File: src/logic/tic_pkg.sv
/*
 * shared constants and types of the timer input capture block:
 * register offsets, control field positions, reset values, mode and
 * sequencer encodings, and the packed carriers used between files.
 * assumes an 8-bit register port and a single instruction clock.
 */
`default_nettype none

package tic_pkg;

    // widths of the register port and of the timer
    localparam int TIC_DATA_W = 8;
    localparam int TIC_ADDR_W = 3;
    localparam int TIC_CNT_W  = 16;

    // register offsets on the register port
    localparam logic [2:0] TIC_OFS_CTRL   = 3'h0;
    localparam logic [2:0] TIC_OFS_CNT_LO = 3'h1;
    localparam logic [2:0] TIC_OFS_CNT_HI = 3'h2;
    localparam logic [2:0] TIC_OFS_CAP_LO = 3'h3;
    localparam logic [2:0] TIC_OFS_CAP_HI = 3'h4;

    // field positions inside the timer control register
    localparam int TIC_BIT_MODE_HI = 7;
    localparam int TIC_BIT_MODE_LO = 6;
    localparam int TIC_BIT_EDGE    = 5;
    localparam int TIC_BIT_UFL     = 4;
    localparam int TIC_BIT_CAPPND  = 3;
    localparam int TIC_BIT_IRQEN   = 2;

    // values after reset
    localparam logic [7:0]  TIC_CTRL_RST = 8'h00;
    localparam logic [15:0] TIC_CNT_RST  = 16'h0000;
    localparam logic [15:0] TIC_CAP_RST  = 16'h0000;
    localparam logic [7:0]  TIC_RD_RST   = 8'h00;

    // operating modes held in the two upper control bits
    typedef enum logic [1:0] {
        TIC_MODE_EVT  = 2'b00,
        TIC_MODE_CAP  = 2'b01,
        TIC_MODE_PWM  = 2'b10,
        TIC_MODE_DIFF = 2'b11
    } tic_mode_t;

    // difference capture sequencer, gray coded along idle-wait-run-wait
    typedef enum logic [1:0] {
        TIC_DIFF_IDLE = 2'b00,
        TIC_DIFF_WAIT = 2'b01,
        TIC_DIFF_RUN  = 2'b11
    } tic_diff_t;

    // one register port request
    typedef struct packed {
        logic [TIC_ADDR_W-1:0] addr;
        logic [TIC_DATA_W-1:0] wdata;
        logic                  wr;
        logic                  rd;
    } tic_bus_req_t;

    // edge events from the pin synchroniser
    typedef struct packed {
        logic rise;
        logic fall;
    } tic_edge_t;

    // whole state of the capture block
    typedef struct packed {
        tic_mode_t             mode;
        logic                  edgeSel;
        logic                  ufl;
        logic                  capPnd;
        logic                  irqEn;
        logic                  endEdge;
        tic_diff_t             diff;
        logic [TIC_CNT_W-1:0]  cap;
        logic [TIC_DATA_W-1:0] rdata;
    } tic_state_t;

endpackage

`default_nettype wire

File: src/logic/tic_edge_detect.sv
/*
 * synchroniser and edge detector for the capture input pin.
 * assumes the pin is asynchronous to clk_sys and that every level
 * stays for at least one clock so no transition is lost.
 */
`timescale 1ns/1ps
`default_nettype none

module tic_edge_detect
    import tic_pkg::*;
(
    // clock and reset
    input  wire logic      clk_sys,
    input  wire logic      rst_b,
    // pin and events
    input  wire logic      pinIn,
    output tic_edge_t      edges
);

    typedef struct packed {
        logic meta;
        logic sync;
        logic prev;
    } tic_sync_state_t;

    tic_sync_state_t st;
    tic_sync_state_t next_st;

    // two-stage synchroniser, then one more sample to compare against
    always_comb begin
        next_st      = st;
        next_st.meta = pinIn;
        next_st.sync = st.meta;
        next_st.prev = st.sync;
    end

    always_ff @(posedge clk_sys or negedge rst_b) begin
        if (!rst_b) begin
            st <= '0;
        end else begin
            st <= next_st;
        end
    end

    // one pulse per transition, seen only by the synchronised stages
    assign edges.rise = st.sync & ~st.prev;
    assign edges.fall = ~st.sync & st.prev;

endmodule

`default_nettype wire

File: src/logic/tic_counter.sv
/*
 * up/down counter holding the timer count register.
 * assumes byte loads from software and count control from the
 * capture block on the same clock; wrap is flagged combinationally.
 */
`timescale 1ns/1ps
`default_nettype none

module tic_counter
    import tic_pkg::*;
#(
    parameter int WIDTH = TIC_CNT_W
) (
    // clock and reset
    input  wire logic             clk_sys,
    input  wire logic             rst_b,
    // software byte loads
    input  wire logic             loadLo,
    input  wire logic             loadHi,
    input  wire logic [7:0]       loadByte,
    // count control
    input  wire logic             countEn,
    input  wire logic             countUp,
    input  wire logic             clear,
    // state
    output logic      [WIDTH-1:0] count,
    output logic                  wrap
);

    typedef struct packed {
        logic [WIDTH-1:0] count;
    } tic_cnt_state_t;

    tic_cnt_state_t st;
    tic_cnt_state_t next_st;

    // refuse widths that the byte loads cannot fill
    if (WIDTH != 16) begin : g_chk
        $error("tic_counter supports a width of 16 only");
    end

    // wrap happens when the next step crosses the end of the range;
    // a software load in that cycle wins, so no wrap is flagged then
    assign wrap = countEn & ~clear & ~loadLo & ~loadHi &
                  (countUp ? (&st.count) : (st.count == '0));

    // clear wins, then software loads, then counting
    always_comb begin
        next_st = st;
        if (clear) begin
            next_st.count = '0;
        end else if (loadLo | loadHi) begin
            if (loadLo) begin
                next_st.count[7:0] = loadByte;
            end
            if (loadHi) begin
                next_st.count[15:8] = loadByte;
            end
        end else if (countEn) begin
            if (countUp) begin
                next_st.count = st.count + WIDTH'(1);
            end else begin
                next_st.count = st.count - WIDTH'(1);
            end
        end
    end

    always_ff @(posedge clk_sys or negedge rst_b) begin
        if (!rst_b) begin
            st.count <= TIC_CNT_RST;
        end else begin
            st <= next_st;
        end
    end

    assign count = st.count;

endmodule

`default_nettype wire

File: src/logic/tic_capture.sv
/*
 * capture modes of a 16-bit multifunction timer: standard capture,
 * where a free down-count is copied on a selected pin edge, and
 * difference capture, where the time between two edges is counted up.
 * assumes an 8-bit register port with one-cycle strobes and read data
 * one cycle later, and an asynchronous capture pin.
 */
`timescale 1ns/1ps
`default_nettype none

// How it works
// - standard capture counts down every clock from selection, no run bit
// - selected pin edge copies count to capture register, sets capture flag
// - interrupt request only while the interrupt enable bit is set
// - capture modes keep a capture flag and an underflow flag
// - interrupt raised when a flag goes from clear to set
// - capture and underflow together set both flags at once, in standard capture only
// - in capture modes the start/stop bit is the underflow flag; on entry to difference capture it sets the end edge
// - edge select picks rising or falling, changeable while running
// - difference capture offers four start and end edge pairings
// - difference capture waits for first edge, then counts up each clock
// - second edge stops the count and stores the elapsed count
// - difference capture uses the same two flags
// - mode 0,1 selects standard capture; third bit 0 rising, 1 falling
// - mode 1,1 selects difference capture; third and fourth bits pick the edges
module tic_capture
    import tic_pkg::*;
(
    // clock and reset
    input  wire logic                  clk_sys,
    input  wire logic                  rst_b,
    // register port
    input  wire tic_bus_req_t          busReq,
    output logic      [TIC_DATA_W-1:0] rdData,
    // capture input pin
    input  wire logic                  capturePin,
    // interrupt toward the core
    output logic                       timerIntReq
);

    // the register map below is laid out for byte-wide data
    if (TIC_DATA_W != 8 || TIC_CNT_W != 16) begin : g_chk
        $error("tic_capture needs 8-bit data and a 16-bit timer");
    end

    tic_state_t           st;
    tic_state_t           next_st;
    tic_edge_t            edges;
    logic [TIC_CNT_W-1:0] count;
    logic                 wrap;
    logic                 cntEn;
    logic                 cntUp;
    logic                 cntClear;
    logic                 loadLo;
    logic                 loadHi;

    // a mode is of the capture kind when its low mode bit is set
    function automatic logic is_capture(input tic_mode_t m);
        is_capture = (m == TIC_MODE_CAP) || (m == TIC_MODE_DIFF);
    endfunction

    // pick the rising or falling event by a select bit
    function automatic logic pick_edge(input tic_edge_t e,
                                       input logic      fallSel);
        pick_edge = fallSel ? e.fall : e.rise;
    endfunction

    // pin synchroniser and edge detector
    tic_edge_detect u_edge (
        .clk_sys (clk_sys),
        .rst_b   (rst_b),
        .pinIn   (capturePin),
        .edges   (edges)
    );

    // the timer count register itself
    tic_counter #(
        .WIDTH (TIC_CNT_W)
    ) u_count (
        .clk_sys  (clk_sys),
        .rst_b    (rst_b),
        .loadLo   (loadLo),
        .loadHi   (loadHi),
        .loadByte (busReq.wdata),
        .countEn  (cntEn),
        .countUp  (cntUp),
        .clear    (cntClear),
        .count    (count),
        .wrap     (wrap)
    );

    // software byte writes to the count register
    assign loadLo = busReq.wr & (busReq.addr == TIC_OFS_CNT_LO);
    assign loadHi = busReq.wr & (busReq.addr == TIC_OFS_CNT_HI);

    // counter steering: down in standard capture, up while a gap runs
    always_comb begin
        cntEn    = 1'b0;
        cntUp    = 1'b0;
        cntClear = 1'b0;
        case (st.mode)
            TIC_MODE_CAP: begin
                cntEn = 1'b1;
            end
            TIC_MODE_DIFF: begin
                cntUp = 1'b1;
                if (st.diff == TIC_DIFF_WAIT) begin
                    cntClear = pick_edge(edges, st.edgeSel);
                end else if (st.diff == TIC_DIFF_RUN) begin
                    cntEn = ~pick_edge(edges, st.endEdge);
                end
            end
            default: begin
                // other modes leave the count still, whatever the start/stop bit holds
                cntEn = 1'b0;
            end
        endcase
    end

    // register writes first, then hardware events so that a set wins
    always_comb begin
        logic      wrCtrl;
        logic      enterCap;
        tic_mode_t newMode;
        wrCtrl   = 1'b0;
        enterCap = 1'b0;
        newMode  = st.mode;
        next_st  = st;

        // software side of the control register
        wrCtrl = busReq.wr & (busReq.addr == TIC_OFS_CTRL);
        if (wrCtrl) begin
            newMode = tic_mode_t'(busReq.wdata[TIC_BIT_MODE_HI:
                                                TIC_BIT_MODE_LO]);
            enterCap = is_capture(newMode) && !is_capture(st.mode);
            next_st.mode    = newMode;
            next_st.edgeSel = busReq.wdata[TIC_BIT_EDGE];
            next_st.irqEn   = busReq.wdata[TIC_BIT_IRQEN];
            // capture flag: zero clears, one keeps
            next_st.capPnd = st.capPnd
                             & busReq.wdata[TIC_BIT_CAPPND];
            if (!is_capture(newMode)) begin
                // outside capture the bit is a plain start/stop bit
                next_st.ufl = busReq.wdata[TIC_BIT_UFL];
            end else if (enterCap) begin
                // on entry the bit carries setup, the flag starts clear
                next_st.ufl = 1'b0;
            end else begin
                next_st.ufl = st.ufl & busReq.wdata[TIC_BIT_UFL];
            end
            // the end edge is taken once, when difference mode is entered
            if (newMode == TIC_MODE_DIFF && st.mode != TIC_MODE_DIFF) begin
                next_st.endEdge = busReq.wdata[TIC_BIT_UFL];
            end
        end

        // standard capture: copy the down-count on the selected edge
        if (st.mode == TIC_MODE_CAP) begin
            if (pick_edge(edges, st.edgeSel)) begin
                next_st.cap    = count;
                next_st.capPnd = 1'b1;
            end
        end

        // difference capture sequencer
        case (st.diff)
            TIC_DIFF_IDLE: begin
                if (st.mode == TIC_MODE_DIFF) begin
                    next_st.diff = TIC_DIFF_WAIT;
                end
            end
            TIC_DIFF_WAIT: begin
                // start edge of the pair clears the counter and starts it
                if (pick_edge(edges, st.edgeSel)) begin
                    next_st.diff = TIC_DIFF_RUN;
                end
            end
            TIC_DIFF_RUN: begin
                // end edge stores the elapsed count and stops counting
                if (pick_edge(edges, st.endEdge)) begin
                    next_st.cap    = count;
                    next_st.capPnd = 1'b1;
                    next_st.diff   = TIC_DIFF_WAIT;
                end
            end
            default: begin
                next_st.diff = TIC_DIFF_IDLE;
            end
        endcase
        if (st.mode != TIC_MODE_DIFF) begin
            next_st.diff = TIC_DIFF_IDLE;
        end

        // underflow flag, set on a wrap in both capture modes, beside a capture in standard capture only
        if (is_capture(st.mode) && wrap) begin
            next_st.ufl = 1'b1;
        end

        // read data stands only in the cycle after the read strobe
        next_st.rdata = TIC_RD_RST;
        if (busReq.rd) begin
            case (busReq.addr)
                TIC_OFS_CTRL: begin
                    next_st.rdata = {st.mode, st.edgeSel, st.ufl,
                                     st.capPnd, st.irqEn, 2'b00};
                end
                TIC_OFS_CNT_LO: begin
                    next_st.rdata = count[7:0];
                end
                TIC_OFS_CNT_HI: begin
                    next_st.rdata = count[15:8];
                end
                TIC_OFS_CAP_LO: begin
                    next_st.rdata = st.cap[7:0];
                end
                TIC_OFS_CAP_HI: begin
                    next_st.rdata = st.cap[15:8];
                end
                default: begin
                    next_st.rdata = TIC_RD_RST; // unmapped reads as zero
                end
            endcase
        end
    end

    // all block state in one register
    always_ff @(posedge clk_sys or negedge rst_b) begin
        if (!rst_b) begin
            st.mode    <= TIC_MODE_EVT;
            st.edgeSel <= TIC_CTRL_RST[TIC_BIT_EDGE];
            st.ufl     <= TIC_CTRL_RST[TIC_BIT_UFL];
            st.capPnd  <= TIC_CTRL_RST[TIC_BIT_CAPPND];
            st.irqEn   <= TIC_CTRL_RST[TIC_BIT_IRQEN];
            st.endEdge <= 1'b0;
            st.diff    <= TIC_DIFF_IDLE;
            st.cap     <= TIC_CAP_RST;
            st.rdata   <= TIC_RD_RST;
        end else begin
            st <= next_st;
        end
    end

    // register outputs
    assign rdData = st.rdata;

    // level request while enabled and any pending flag stands; a new
    // request appears when a flag rises from clear or when enable is set with a flag pending
    assign timerIntReq = st.irqEn
                         & (st.capPnd
                            | (is_capture(st.mode) & st.ufl));

endmodule

`default_nettype wire

File: config.mk
export PLATFORM = sky130hd
export DESIGN_NAME = tic_capture
export DESIGN_NICKNAME = d
export VERILOG_FILES = /design/src/logic/tic_pkg.sv /design/src/logic/tic_edge_detect.sv /design/src/logic/tic_counter.sv /design/src/logic/tic_capture.sv
export SDC_FILE = /design/constraint.sdc
export NUM_CORES = 1
export LEC_CHECK = 0
export ABC_AREA = 1
export BUFFER_PORTS_ARGS = -buffer_cell sky130_fd_sc_hd__buf_2
export CAP_MARGIN = 30
export CORE_AREA = 8 8 101 103
export DETAILED_ROUTE_END_ITERATION = 7
export DIE_AREA = 0 0 109 111
export GPL_ROUTABILITY_DRIVEN = 1
export PLACE_DENSITY = 0.67
export REMOVE_ABC_BUFFERS = 1
export SLEW_MARGIN = 20
export SYNTH_ARGS = -nofsm -noshare
export SYNTH_HDL_FRONTEND = slang
export SYNTH_HIERARCHICAL = 1
export SYNTH_SLANG_ARGS = --single-unit
File: constraint.sdc
create_clock -name clk_sys -period 7 [get_ports clk_sys]
set_clock_uncertainty 0.2 [all_clocks]
set_input_delay 1.4 -clock clk_sys [delete_from_list [all_inputs] [get_ports clk_sys]]
set_output_delay 1.4 -clock clk_sys [all_outputs]
set_load 0.01 [all_outputs]
==> key figures <==
Global route
  • First-pass GRT wire length: 16000 um
  • Initial antenna violation count: 0
  • GRT overflow: 0
  • Global-route total usage across every layer: 16.2%
  • Vias in the first global route: 3284
  • Pin count of the biggest net entering global routing: 53

Power
  • Power Density: 401 nW/um^2
  • Maximum vdd drop: 0.000196 V
  • Static Leakage: 2.12 nW
  • Total power: 1.57 mW

Timing
  • Final Max Slew Viols: 0
  • Final setup violation count: 0
  • Highest clock rate: 300 MHz
  • TNS Setup: 0 ns
  • Tcrit/Tclk final: 47.6%
  • Final setup margin: 3.67 ns
  • Crit path time final: 3.33 ns
  • Slew at the pin with the worst max-slew slack: 0.737 ns
  • RSZ-0062 raised after global routing: no
  • Fin. Hold Viols: 0
  • Slew margin rel.: 50.8%

CTS
  • Num CTS Buffers: 5
  • CTS Buffer Depth: 2
  • H-tree levels: 2
  • Cts hold-fix bufs: 0
  • Setup Buffers After CTS: 0
  • Post-CTS Resized: 0
  • Clk pin slew, worst setup/hold paths: 0.09 ns
  • Worst skew pair latency: 0.30 ns
  • CTS tree: yes
  • CTS Root Cell: clkbuf_8
  • CTS sink cnt: 52

Synthesis
  • Area leader, netlist: dfrtp_1
  • Mux share of post-synthesis cell area: 0%
  • Area contributors post-synth: dfrtp_1 35%, nand2_1 16%, inv_1 7.3%
  • Post-synth EDFFs: 0
  • Unique masters post-synth: 36
  • Largest family of logic cells by synthesized area: simple AND/OR/NAND/NOR gates
  • Flops & latches, synth: 52
  • Yosys warnings: 6
  • Asr flop ratio synth: 100%
  • Compound-Gate Fraction of Synth Area: 9.26%
  • Mapped Cells: 537
  • Mapped Area: 3730 um^2
  • Sequential area share after synthesis: 34.9%
  • Avg Inst Size Synth: 6.94 um^2
  • Adder-Cell Fraction of Synth Area: 5.23%
  • Predominant post-synthesis flop cell: dfrtp_1
  • Simple-Gate Fraction of Synth Area: 37.1%
  • XOR/XNOR Fraction of Synth Area: 0.940%
  • Post-synth top area share: 34.9%

Drt
  • Total Wirelength: 9270 um
  • Residual DRC count: 0
  • Initial DRC Count: 282
  • Routed vias/inst: 5.25
  • Routed Antenna Nets: 0
  • DRT Pass-1 Iters: 5
  • Avg WL per Cell: 14.0 um
  • Via count: 3472

Setup path
  • Critical Path Sink Type: flip-flop
  • Kind of critical path: input port to flip-flop
  • Worst Setup SP: busReq[10]
  • Reg-to-reg startpoint: st[32]$_DFFE_PN0N_
  • Worst EP required: 6.99 ns
  • Worst r2r path cells: 14
  • CP Capture Point: u_count/count[9]$_DFFE_PN0P_
  • Worst Path Arrival: 3.33 ns
  • Worst setup SP type: input port
  • Reg2reg end: u_count/count[13]$_DFFE_PN0P_
  • CP max FO: 19
  • FF-to-FF setup slack: 4.18 ns

Die
  • Die Ht: 111 um
  • Row count: 34
  • Core area: 8550 um^2
  • Ports: 25
  • Die W: 109 um
  • Starting Density: 43.6%
  • Die ar.: 12100 um^2

Final layout
  • Fraction of final layout cells sized beyond drive strength 1: 13.4%
  • Nets: 583
  • N_diodes: 0
  • Area grow syn2layout: 5.37%

Placed design
  • GP Congestion: 0.944
  • DP HPWL: 7180 um
  • Pre-CTS WS: 3.40 ns
  • Port Buf Inserts: 24

Status
  • Status: finished, final reports clean

Worst hold path
  • Hold Crit Class: flip-flop to flip-flop

Run
  • Max-cap violations: 0
-- registers in the layout, indices dropped and copies added, names as in the netlist --
signal / cells
rdData: 8
st: 25
u_count/count: 16
u_edge/next_st: 2
u_edge/st: 1
-- area by class of cell --
| type | instances | area [um^2] |
|---|---|---|
| fill | 884 | 4620 |
| sequential | 52 | 1300 |
| clock buffer | 8 | 90.1 |
| tap | 108 | 135 |
| inverter | 84 | 315 |
| multi-input combinational | 384 | 1960 |
| timing repair buffer | 25 | 128 |
-- cell families after synthesis --
kind of cell,Yosys count
xor gates and xnor gates,4
adders and majority gates,15
buffers and inverters,101
AOI/OAI and AO/OA,62
and+or+nand+nor,303
DFF,52
-- cells in the mapped netlist (all sizes together), types with 2 or more instances --
| library cell | number |
|---|---|
| nand2 | 169 |
| inv | 84 |
| nor2 | 57 |
| nand3 | 54 |
| dfrtp | 52 |
| o21ai | 49 |
| buf | 16 |
| ha | 14 |
| nand4 | 11 |
| a21oi | 10 |
| nor3 | 6 |
| nor4 | 4 |
| o22ai | 2 |
| xnor2 | 2 |
| xor2 | 2 |
-- worst min-delay path by stage --
| stage | from | endpoint | slack [ns] | cells past startpoint |
|---|---|---|---|---|
| finish | u_edge/next_st[1]$_DFF_PN0_ | u_edge/next_st[0]$_DFF_PN0_ | 0.16 | 0 |
| global route | u_edge/next_st[1]$_DFF_PN0_ | u_edge/next_st[0]$_DFF_PN0_ | 0.18 | 0 |
| CTS | u_edge/next_st[1]$_DFF_PN0_ | u_edge/next_st[0]$_DFF_PN0_ | 0.16 | 0 |
| detailed placement | u_edge/next_st[1]$_DFF_PN0_ | u_edge/next_st[0]$_DFF_PN0_ | 0.14 | 0 |
| global placement | u_edge/next_st[1]$_DFF_PN0_ | u_edge/next_st[0]$_DFF_PN0_ | 0.13 | 0 |
| floorplan | u_edge/next_st[1]$_DFF_PN0_ | u_edge/next_st[0]$_DFF_PN0_ | 0.13 | 0 |
-- through the flow --
stage	std cells	hold WS (ns)	area [um^2]	utilization [%]
4_1_cts	661	0.160	3930	45.9
6_report	661	0.156	3930	45.9
5_1_grt	661	0.176	3930	45.9
3_3_place_gp	653	0.132	3840	44.9
3_5_place_dp	653	0.139	3840	44.9
2_1_floorplan	520	0.131	3580	-
-- per-layer routing --
| metal | part of all wire (%) | global-route usage (%) | up-vias |
|---|---|---|---|
| li1 | - | - | 1732 |
| met3 | 6.5 | 1.86 | 14 |
| met4 | 1.6 | 4.93 | 0 |
| met5 | 0 | 0 | - |
| met1 | 46 | 22.5 | 1610 |
| met2 | 46 | 25.4 | 116 |
-- placed cells by master, fill, tap and decap left out, types with 2 or more instances in the layout --
cell type	n
nand3_4	2
xnor2_1	2
nor4_1	4
nand2_4	2
nor3_1	3
nor2_1	52
buf_2	24
ha_1	14
nand2_1	157
dfrtp_1	52
o22ai_1	2
nand3_2	3
clkbuf_1	2
nor3_2	3
inv_2	11
o21ai_0	25
o21ai_1	21
inv_1	73
nand2_2	10
clkbuf_8	6
a21oi_2	2
xor2_1	2
nand4_1	11
nand3_1	49
o21ai_2	3
a21oi_1	7
nor2_2	3
-- where the power goes --
| group | internal [mW] | switching [mW] | leakage [nW] |
|---|---|---|---|
| clock network | 0.0808 | 0.0928 | 0.0455 |
| logic | 0.312 | 0.540 | 1.43 |
| registers | 0.406 | 0.142 | 0.654 |
-- worst max-delay path, cell delays in order --
cell     delay [ns]
buf_2          0.24
inv_2          0.13
nor4_1         0.60
nor2_2         0.32
o21ai_0        0.39
nor2_1         0.10
nand2_1        0.08
nand2_1        0.05
(Power assumes the default switching activity.)
